File: src/pdi_cfg.svh
// constants for the partial display and line inversion command decoder
`ifndef PDI_CFG_SVH
`define PDI_CFG_SVH

// command opcodes, all taken with command_data_select low
`define OP_DUTY_BASE      8'h30
`define OP_DUTY_LAST      8'h34
`define OP_DUTY_RSV_LAST  8'h37
`define OP_BIAS_BASE      8'h38
`define OP_BIAS_LAST      8'h3D
`define OP_BIAS_RSV_LAST  8'h3F
`define OP_MODE_NORMAL    8'h82
`define OP_MODE_PARTIAL   8'h83
`define OP_INV_RELEASE    8'h84
`define OP_INV_SET        8'h85
`define OP_START_SET      8'hD3
`define OP_PUMP_SET       8'hE6

// duty codes: 0 = 1/9, 1 = 1/17, 2 = 1/33, 3 = 1/49, 4 = 1/65
`define DUTY_9            3'h0
`define DUTY_17           3'h1
`define DUTY_33           3'h2
`define DUTY_49           3'h3
`define DUTY_65           3'h4

// scanned lines per duty code, icon common not counted
`define LINES_9           7'h08
`define LINES_17          7'h10
`define LINES_33          7'h20
`define LINES_49          7'h30
`define LINES_65          7'h40

// bias codes: 0 = 1/4 ... 5 = 1/9; bias loaded together with each duty
`define BIAS_FOR_9        3'h0
`define BIAS_FOR_17       3'h1
`define BIAS_FOR_33       3'h2
`define BIAS_FOR_49       3'h3
`define BIAS_FOR_65       3'h5

// field positions inside the second byte of the pairs
`define START_MSB         5
`define INV_MSB           4
`define PUMP_MSB          3

// index of the icon common on com_line_i
`define ICON_COM          7'h40

// reset values
`define RST_DUTY          3'h4
`define RST_BIAS          3'h5
`define RST_START         6'h00
`define RST_INV_COUNT     5'h00
`define RST_PUMP_DIV      4'h3

`endif

File: src/pdi_pkg.sv
// types shared by the partial display and inversion command decoder
package pdi_pkg;

	// pending second byte of a two-byte command, one-hot
	typedef enum logic [3:0] {
		PEND_NONE  = 4'b0001,
		PEND_START = 4'b0010,
		PEND_INV   = 4'b0100,
		PEND_PUMP  = 4'b1000
	} pend_state_type;

	typedef logic [2:0] duty_code_type;
	typedef logic [2:0] bias_code_type;

endpackage

File: src/duty_limit.sv
// effective duty, scan length and start line after the pin limit
`timescale 1ns/100ps
`include "pdi_cfg.svh"
module duty_limit
	import pdi_pkg::*;
(
	input  wire logic          partial_mode_i,
	input  wire duty_code_type req_duty_i,
	input  wire logic [5:0]    req_start_i,
	input  wire logic          max_duty_pin_lo_i,
	input  wire logic          max_duty_pin_hi_i,
	output duty_code_type      eff_duty_o,
	output logic [6:0]         eff_lines_o,
	output logic [5:0]         eff_start_o
);

	duty_code_type max_duty;   // ceiling fixed by the two strap pins
	logic [6:0]    max_lines;  // lines scanned at that ceiling

	// strap decode: hi set gives 1/65, else lo picks 1/49 or 1/33
	always_comb begin
		if (max_duty_pin_hi_i) begin
			max_duty  = `DUTY_65;
			max_lines = `LINES_65;
		end else if (max_duty_pin_lo_i) begin
			max_duty  = `DUTY_49;
			max_lines = `LINES_49;
		end else begin
			max_duty  = `DUTY_33;
			max_lines = `LINES_33;
		end
	end

	// partial duty clamps at the pin ceiling; normal mode uses the pins
	always_comb begin
		if (!partial_mode_i) begin
			eff_duty_o = max_duty;
		end else if (req_duty_i > max_duty) begin
			eff_duty_o = max_duty;
		end else begin
			eff_duty_o = req_duty_i;
		end
	end

	// scanned line count for the chosen duty
	always_comb begin
		case (eff_duty_o)
			`DUTY_9:  eff_lines_o = `LINES_9;
			`DUTY_17: eff_lines_o = `LINES_17;
			`DUTY_33: eff_lines_o = `LINES_33;
			`DUTY_49: eff_lines_o = `LINES_49;
			default:  eff_lines_o = `LINES_65;
		endcase
	end

	// a start line past the pin ceiling falls back to line zero
	always_comb begin
		if ({1'b0, req_start_i} >= max_lines) begin
			eff_start_o = 6'h00;
		end else begin
			eff_start_o = req_start_i;
		end
	end

endmodule

File: src/pump_divider.sv
// charge pump clock enable, divided from the oscillator tick
`timescale 1ns/100ps
module pump_divider (
	input  wire logic       ref_clk_i,
	input  wire logic       reset_n_i,
	input  wire logic       osc_tick_i,
	input  wire logic [3:0] div_sel_i,
	output logic            pump_tick_o
);

	logic [4:0] cnt_q;   // oscillator ticks seen in this pump period
	logic [4:0] limit;   // 2n ticks per pump pulse

	// select zero passes every tick; n gives one pulse per 2n ticks
	assign limit = {div_sel_i, 1'b0};

	// tick counter; restarts when the pulse fires, and a new select
	// already sets the end of the running period without a long runaway
	always_ff @(posedge ref_clk_i) begin
		if (!reset_n_i) begin
			cnt_q       <= 5'h00;
			pump_tick_o <= 1'b0;
		end else if (!osc_tick_i) begin
			pump_tick_o <= 1'b0;
		end else if (div_sel_i == 4'h0) begin
			cnt_q       <= 5'h00;
			pump_tick_o <= 1'b1;
		end else if (cnt_q + 5'h01 >= limit) begin
			cnt_q       <= 5'h00;
			pump_tick_o <= 1'b1;
		end else begin
			cnt_q       <= cnt_q + 5'h01;
			pump_tick_o <= 1'b0;
		end
	end

endmodule

File: src/partial_display_inversion_cmds.sv
// command decoder for partial display, line inversion and pump clock
`timescale 1ns/100ps
`include "pdi_cfg.svh"

module partial_display_inversion_cmds
	import pdi_pkg::*;
(
	input  wire logic       ref_clk_i,
	input  wire logic       reset_n_i,
	input  wire logic       wr_strobe_i,
	input  wire logic       command_data_select_i,
	input  wire logic [7:0] wr_byte_i,
	input  wire logic       max_duty_pin_lo_i,
	input  wire logic       max_duty_pin_hi_i,
	input  wire logic       osc_tick_i,
	input  wire logic [6:0] com_line_i,
	output logic            partial_mode_o,
	output duty_code_type   duty_o,
	output bias_code_type   partial_bias_o,
	output logic [6:0]      scan_lines_o,
	output logic [5:0]      start_line_o,
	output logic            line_inv_en_o,
	output logic [5:0]      line_inv_lines_o,
	output logic            pair_pending_o,
	output logic            com_select_o,
	output logic            icon_common_output_o,
	output logic            pump_tick_o
);

	// ------------------------------------------------------------
	// byte acceptance
	// ------------------------------------------------------------

	logic cmd_take;   // a command byte lands this cycle

	// only writes with command_data_select low are commands; display
	// data writes belong to the ram path and never touch this block
	assign cmd_take = wr_strobe_i && !command_data_select_i;

	// ------------------------------------------------------------
	// programmed state
	// ------------------------------------------------------------

	pend_state_type pend_q;        // which pair awaits its data byte
	logic           partial_q;     // partial display mode flag
	duty_code_type  req_duty_q;    // requested partial duty
	bias_code_type  bias_q;        // partial mode bias
	logic [5:0]     start_q;       // programmed partial start line
	logic           inv_en_q;      // line inversion switched on
	logic [4:0]     inv_count_q;   // stored spacing minus one
	logic [3:0]     pump_div_q;    // pump divider select

	// plain-command decode, valid only when no pair is pending
	logic plain_cmd;     // byte decoded as a fresh command
	logic is_duty;       // valid duty code 30h..34h
	logic is_bias;       // valid bias code 38h..3Dh

	assign plain_cmd = cmd_take && (pend_q == PEND_NONE);

	// reserved codes 35h..37h and 3Eh..3Fh fall outside both ranges
	// and therefore leave every register as it was
	assign is_duty = (wr_byte_i >= `OP_DUTY_BASE)
		&& (wr_byte_i <= `OP_DUTY_LAST);
	assign is_bias = (wr_byte_i >= `OP_BIAS_BASE)
		&& (wr_byte_i <= `OP_BIAS_LAST);

	// ------------------------------------------------------------
	// two-byte pair sequencer
	// ------------------------------------------------------------

	// an opening opcode arms one pending state; the very next command
	// byte, whatever its value, is consumed as that pair's data
	always_ff @(posedge ref_clk_i) begin
		if (!reset_n_i) begin
			pend_q <= PEND_NONE;
		end else if (cmd_take) begin
			case (pend_q)
				PEND_NONE: begin
					if (wr_byte_i == `OP_START_SET) begin
						pend_q <= PEND_START;
					end else if (wr_byte_i == `OP_INV_SET) begin
						pend_q <= PEND_INV;
					end else if (wr_byte_i == `OP_PUMP_SET) begin
						pend_q <= PEND_PUMP;
					end else begin
						pend_q <= PEND_NONE;
					end
				end
				// data byte consumed, back to normal decoding
				PEND_START,
				PEND_INV,
				PEND_PUMP: begin
					pend_q <= PEND_NONE;
				end
				// illegal codes recover to idle
				default: begin
					pend_q <= PEND_NONE;
				end
			endcase
		end
	end

	// ------------------------------------------------------------
	// display mode
	// ------------------------------------------------------------

	// mode switch; blocked while a pair waits for its data byte
	always_ff @(posedge ref_clk_i) begin
		if (!reset_n_i) begin
			partial_q <= 1'b0;
		end else if (plain_cmd && wr_byte_i == `OP_MODE_PARTIAL) begin
			partial_q <= 1'b1;
		end else if (plain_cmd && wr_byte_i == `OP_MODE_NORMAL) begin
			partial_q <= 1'b0;
		end
	end

	// ------------------------------------------------------------
	// partial duty and bias
	// ------------------------------------------------------------

	// duty loads pull the matching bias along; both are dropped in
	// normal mode so a stray command cannot leak into a later switch
	always_ff @(posedge ref_clk_i) begin
		if (!reset_n_i) begin
			req_duty_q <= `RST_DUTY;
			bias_q     <= `RST_BIAS;
		end else if (plain_cmd && partial_q) begin
			if (is_duty) begin
				req_duty_q <= wr_byte_i[2:0];
				case (wr_byte_i[2:0])
					`DUTY_9:  bias_q <= `BIAS_FOR_9;
					`DUTY_17: bias_q <= `BIAS_FOR_17;
					`DUTY_33: bias_q <= `BIAS_FOR_33;
					`DUTY_49: bias_q <= `BIAS_FOR_49;
					default:  bias_q <= `BIAS_FOR_65;
				endcase
			end else if (is_bias) begin
				bias_q <= wr_byte_i[2:0];
			end
		end
	end

	// ------------------------------------------------------------
	// partial start line
	// ------------------------------------------------------------

	// second byte of the D3h pair; top two bits are don't-care
	always_ff @(posedge ref_clk_i) begin
		if (!reset_n_i) begin
			start_q <= `RST_START;
		end else if (cmd_take && pend_q == PEND_START) begin
			start_q <= wr_byte_i[`START_MSB:0];
		end
	end

	// ------------------------------------------------------------
	// line inversion
	// ------------------------------------------------------------

	// count byte loads and arms inversion; 84h drops back to frame
	// inversion but keeps the count for a later re-arm
	always_ff @(posedge ref_clk_i) begin
		if (!reset_n_i) begin
			inv_en_q    <= 1'b0;
			inv_count_q <= `RST_INV_COUNT;
		end else if (cmd_take && pend_q == PEND_INV) begin
			inv_en_q    <= 1'b1;
			inv_count_q <= wr_byte_i[`INV_MSB:0];
		end else if (plain_cmd && wr_byte_i == `OP_INV_RELEASE) begin
			inv_en_q    <= 1'b0;
		end
	end

	// ------------------------------------------------------------
	// charge pump divider
	// ------------------------------------------------------------

	// divider byte of the E6h pair, low four bits only
	always_ff @(posedge ref_clk_i) begin
		if (!reset_n_i) begin
			pump_div_q <= `RST_PUMP_DIV;
		end else if (cmd_take && pend_q == PEND_PUMP) begin
			pump_div_q <= wr_byte_i[`PUMP_MSB:0];
		end
	end

	// ------------------------------------------------------------
	// effective drive settings
	// ------------------------------------------------------------

	duty_code_type eff_duty;    // duty after mode and pin limit
	logic [6:0]    eff_lines;   // lines scanned at that duty
	logic [5:0]    eff_start;   // start line after range check
	logic          short_duty;  // duty too short for line inversion
	logic          com_in_win;  // current common inside window
	logic [6:0]    com_rel;     // common index relative to start

	duty_limit u_duty_limit (
		.partial_mode_i    (partial_q),
		.req_duty_i        (req_duty_q),
		.req_start_i       (start_q),
		.max_duty_pin_lo_i (max_duty_pin_lo_i),
		.max_duty_pin_hi_i (max_duty_pin_hi_i),
		.eff_duty_o        (eff_duty),
		.eff_lines_o       (eff_lines),
		.eff_start_o       (eff_start)
	);

	// 1/9 and 1/17 only reachable in partial mode
	assign short_duty = partial_q
		&& (eff_duty == `DUTY_9 || eff_duty == `DUTY_17);

	// wraps high when com_line_i sits below the start, which lands
	// it outside the window without a second compare
	assign com_rel = com_line_i - {1'b0, eff_start};

	// icon common is always scanned; others only inside the window
	always_comb begin
		if (com_line_i == `ICON_COM) begin
			com_in_win = 1'b1;
		end else if (partial_q) begin
			com_in_win = (com_rel < eff_lines);
		end else begin
			com_in_win = (com_line_i < eff_lines);
		end
	end

	// ------------------------------------------------------------
	// registered outputs
	// ------------------------------------------------------------

	// everything leaving the block is a flop, one cycle behind state,
	// so the driver side never sees decode glitches
	always_ff @(posedge ref_clk_i) begin
		if (!reset_n_i) begin
			partial_mode_o   <= 1'b0;
			duty_o           <= `RST_DUTY;
			partial_bias_o   <= `RST_BIAS;
			scan_lines_o     <= `LINES_65;
			start_line_o     <= `RST_START;
			pair_pending_o   <= 1'b0;
		end else begin
			partial_mode_o   <= partial_q;
			duty_o           <= eff_duty;
			partial_bias_o   <= bias_q;
			scan_lines_o     <= eff_lines;
			start_line_o     <= eff_start;
			pair_pending_o   <= (pend_q != PEND_NONE);
		end
	end

	// inversion drive: frame inversion whenever disabled or short duty
	always_ff @(posedge ref_clk_i) begin
		if (!reset_n_i) begin
			line_inv_en_o    <= 1'b0;
			line_inv_lines_o <= 6'h01;
		end else begin
			line_inv_en_o    <= inv_en_q && !short_duty;
			line_inv_lines_o <= {1'b0, inv_count_q} + 6'h01;
		end
	end

	// common select for the scan position presented this cycle
	always_ff @(posedge ref_clk_i) begin
		if (!reset_n_i) begin
			com_select_o         <= 1'b0;
			icon_common_output_o <= 1'b0;
		end else begin
			com_select_o         <= com_in_win;
			icon_common_output_o <= (com_line_i == `ICON_COM);
		end
	end

	// pump enable pulse; divider output is already a flop
	pump_divider u_pump_divider (
		.ref_clk_i   (ref_clk_i),
		.reset_n_i   (reset_n_i),
		.osc_tick_i  (osc_tick_i),
		.div_sel_i   (pump_div_q),
		.pump_tick_o (pump_tick_o)
	);

endmodule

File: config.mk
export PLATFORM = sky130hd
export DESIGN_NAME = partial_display_inversion_cmds
export DESIGN_NICKNAME = d
export VERILOG_FILES = /design/src/pdi_pkg.sv /design/src/duty_limit.sv /design/src/pump_divider.sv /design/src/partial_display_inversion_cmds.sv
export VERILOG_INCLUDE_DIRS = /design/src /design/src/src
export SDC_FILE = /design/constraint.sdc
export NUM_CORES = 1
export LEC_CHECK = 0
export CORE_MARGIN = 2
export CORE_UTILIZATION = 55
export DETAILED_ROUTE_END_ITERATION = 8
export DONT_BUFFER_PORTS = 1
export PLACE_DENSITY_LB_ADDON = 0.15
export RECOVER_POWER = 25
export SYNTH_ARGS = -nofsm -noshare
export SYNTH_HDL_FRONTEND = slang
export SYNTH_SLANG_ARGS = --single-unit
File: constraint.sdc
create_clock -name ref_clk_i -period 4.9 [get_ports ref_clk_i]
set_input_delay 0.98 -clock ref_clk_i [delete_from_list [all_inputs] [get_ports ref_clk_i]]
set_output_delay 0.98 -clock ref_clk_i [all_outputs]
set_load 0.02 [all_outputs]
==> metrics.md <==
| Metric | Value |
|---|---|
| Outcome | `completed` |
| Ant. Diodes | `0` |
| Slowest-stage cell, CP | `a22oi_1` |
| WP buf/inv | `1` |
| Post-synth ARST share | `0` |
| Via count | `about 2.1k` |
| Mapped Area | `0.00295 mm²` |
| Seq cells post-synth | `60` |
| Min-Delay Path Class | `flop to flop` |
| Total die area | `0.00596 mm²` |
| TritonCTS clock tree | `yes` |
| DRT iter0 DRCs | `55` |
| Share of layout cells above drive strength 1 | `0.105` |
| Cts repair resizes | `0` |
| Compound-Gate Fraction of Synth Area | `0.115` |
| Max_cap viols | `0` |
| Placement row count | `26` |
| Critical path endpoint | `com_select_o$_SDFF_PN0_` |
| Top_reg_cell synth | `dfxtp_1` |
| PwrDens | `approximately 350 mW/mm²` |
| GP Congestion | `0.825` |
| Crit path from | `max_duty_pin_hi_i` |
| Mux cell area share after synthesis | `0.0747` |
| Clk buf depth | `2` |
| Initial core utilization | `0.574` |
| Post-CTS Hold Fix Bufs | `0` |
| Die height | `77.2 µm` |
| Yosys top cell area share | `0.407` |
| Worst-path maximum fanout | `10` |
| Commonest non-fill, non-tap cell in the layout | `dfxtp_1` |
| Gr usage total | `0.210` |
| Syn Inst Count | `310` |
| Final setup violation count | `0` |
| Most frequent cells in the layout | `dfxtp_1 (60), nor2_1 (36), nand2_1 (25)` |
| Design Area, Final | `0.00319 mm²` |
| Yosys warns | `0` |
| FF-to-FF path depth | `13` |
| Port Buffers | `0` |
| DP Wirelength | `4.26 mm` |
| Adder-cell share of the synthesized area | `0.0976` |
| Core area | `0.00514 mm²` |
| Critical path depth | `15` |
| Slew Limit Fails | `0` |
| Max incr delay on CP | `0.68 ns` |
| Minimum clock period | `3.91 ns` |
| Rel. slew slack | `0.367` |
| Gr ovfl total | `0` |
| Post-synthesis xor/xnor area fraction | `0.0267` |
| Vias in the first global route | `between 2k and 2.5k` |
| Reg-to-reg slack, setup | `1.41 ns` |
| Post-Route WL | `5.94 mm` |
| Worst-skew pair later-pin latency | `~0.33 ns` |
| Cell mode on critical path | `ha_1` |
| CTS sink cnt | `60` |
| Fin. Hold Viols | `0` |
| Final nets | `354` |
| Worst r2r dst | `com_select_o$_SDFF_PN0_` |
| Layout area overhead | `8.32%` |
| Sequential fraction of the synthesis area | `0.407` |
| Crit path cell chain | `and2b_2 -> ha_1 -> inv_1 -> a22oi_1 -> nand2_1 -> ha_1 -> nor4b_2 -> a2111oi_4 -> nor3_2 -> o21bai_1 -> xnor2_1 -> ha_1 -> nand3_1 -> a41oi_1 -> o22ai_1` |
| Clock Tree Root | `clkbuf_8` |
| Slew @ Worst Pin | `0.948 ns` |
| Post-route ant nets | `0` |
| Overall power | `1.12 mW` |
| Fmax | `~260 MHz` |
| Final cycle utilization of the critical path | `0.798` |
| Yosys top cell by area | `dfxtp_1` |
| Unrepaired setup endpoints after global routing | `no` |
| WL/cell | `15.5 µm` |
| Post-CTS Setup Inserts | `0` |
| Utilization after layout | `0.621` |
| # IOs | `between 50 and 60` |
| Setup crit start kind | `primary input` |
| CTS Buf Count | `9` |
| Leakage | `between 1 and 1.5 nW` |
| Setup crit end kind | `flop` |
| Post-synthesis simple-gate area fraction | `0.234` |
| Peak VDD IR | `0.206 mV` |
| H-tree levels | `3` |
| Main combinational cell family by area after synthesis | `simple AND/OR/NAND/NOR gates` |
| CP required | `roughly 5.1 ns` |
| Dpl cell area | `0.00297 mm²` |
| First-pass GRT wire length | `9.74 mm` |
| Reg-to-reg critical path startpoint | `start_q[5]$_SDFFE_PN0P_` |
| Crit path max-delay family | `compound AO/OA/AOI/OAI gates` |
| Die width | `between 70 and 80 µm` |
| Setup Skew | `between 0.005 and 0.006 ns` |
| Largest net degree at the start of global routing | `30` |
| WS Path Type | `primary input to flop` |
| Distinct cells, synth | `54` |
| Non-filler cells, final | `384` |
| Clock transition at path regs | `0.07 ns` |
| Post-Syn Area per Cell | `roughly 9.5 µm²` |
| Post-route DRC | `0` |
| Initial antenna violation count | `0` |
| Inst Count DP | `roughly 370` |
| Avg Vias per Cell | `5.59` |
| Total negative slack | `0 ns` |
| Crit path arrival time | `approximately 4.1 ns` |
| Drt pass-1 iters | `4` |
| Number of flops mapped to enable cells by yosys | `0` |
| Synth area leaders | `dfxtp_1 (41%), ha_1 (9.8%), mux2i_1 (7.5%)` |
## cell families after synthesis
group / Yosys count
multiplexers: 22
flip-flops: 60
AND/OR/NAND/NOR: 127
XOR/XNOR: 9
adder cells (fa/ha/maj): 23
other: 1
buffers and inverters: 27
AO/OA/AOI/OAI: 41
## metrics by stage
stage / hold slack [ns] / worst slack [ns]
floorplan: 0.408 / 1.35
global placement: 0.440 / 1.19
detailed placement: 0.432 / 1.07
CTS: 0.448 / 1.43
global route: 0.489 / 0.695
finish: 0.444 / 0.988
## worst register-to-register path, stage by stage, from the launching register on
cell	delay [ns]
dfxtp_1	0.36
ha_1	0.20
a22oi_1	0.72
nand2_1	0.14
ha_1	0.25
nor4b_2	0.48
a2111oi_4	0.15
nor3_2	0.19
o21bai_1	0.11
xnor2_1	0.13
ha_1	0.29
nand3_1	0.07
a41oi_1	0.15
o22ai_1	0.10
## registers in the layout, indices dropped and copies added, names as in the netlist, 3 cells and up
signal	count
line_inv_lines_o	6
start_line_o	6
start_q	6
inv_count_q	5
u_pump_divider.cnt_q	5
pend_q	4
pump_div_q	4
scan_lines_o	4
bias_q	3
duty_o	3
partial_bias_o	3
req_duty_q	3
## worst min-delay path by stage
stage,start,to,cells after the start
after CTS,bias_q[2]$_SDFFE_PN1P_,partial_bias_o[2]$_SDFF_PN1_,1
after global routing,bias_q[1]$_SDFFE_PN0P_,partial_bias_o[1]$_SDFF_PN0_,1
after global placement,bias_q[2]$_SDFFE_PN1P_,partial_bias_o[2]$_SDFF_PN1_,1
final,bias_q[2]$_SDFFE_PN1P_,partial_bias_o[2]$_SDFF_PN1_,1
after detailed placement,bias_q[2]$_SDFFE_PN1P_,partial_bias_o[2]$_SDFF_PN1_,1
after floorplan,inv_count_q[0]$_SDFFE_PN0P_,line_inv_lines_o[0]$_SDFF_PN1_,1
## final cells by class
type,count,area [µm²]
well taps,70,87.6
flip-flops and latches,60,1200
clock buffers,12,155
inverters,13,48.8
fillers,495,1950
clock inverters,4,95.1
multi-input cells,225,1610
## power breakdown
group          switching [mW]  internal (mW)  total (mW)
Clock                   0.186          0.365       0.551
Combinational          0.0367         0.0278      0.0645
Sequential            0.00819          0.493       0.502
Total                   0.231          0.886        1.12
## metal layers
| layer | track usage | part of all wire | vias up |
|---|---|---|---|
| li1 | - | - | 1085 |
| met1 | 0.281 | 0.49 | 1002 |
| met2 | 0.318 | 0.44 | 52 |
| met3 | 0.0529 | 0.048 | 9 |
| met4 | 0.0946 | 0.018 | 0 |
| met5 | 0 | 0 | - |
## cells in the mapped netlist, types with 6 or more instances
master	instances
nand3b_1	7
nand2_1	25
xnor2_1	6
o21ai_0	6
mux2i_1	22
and2_1	6
nand3_1	9
nor2_1	35
dfxtp_1	60
nor3_1	7
ha_1	23
inv_1	12
No activity file was read; power rests on OpenSTA's default activity.
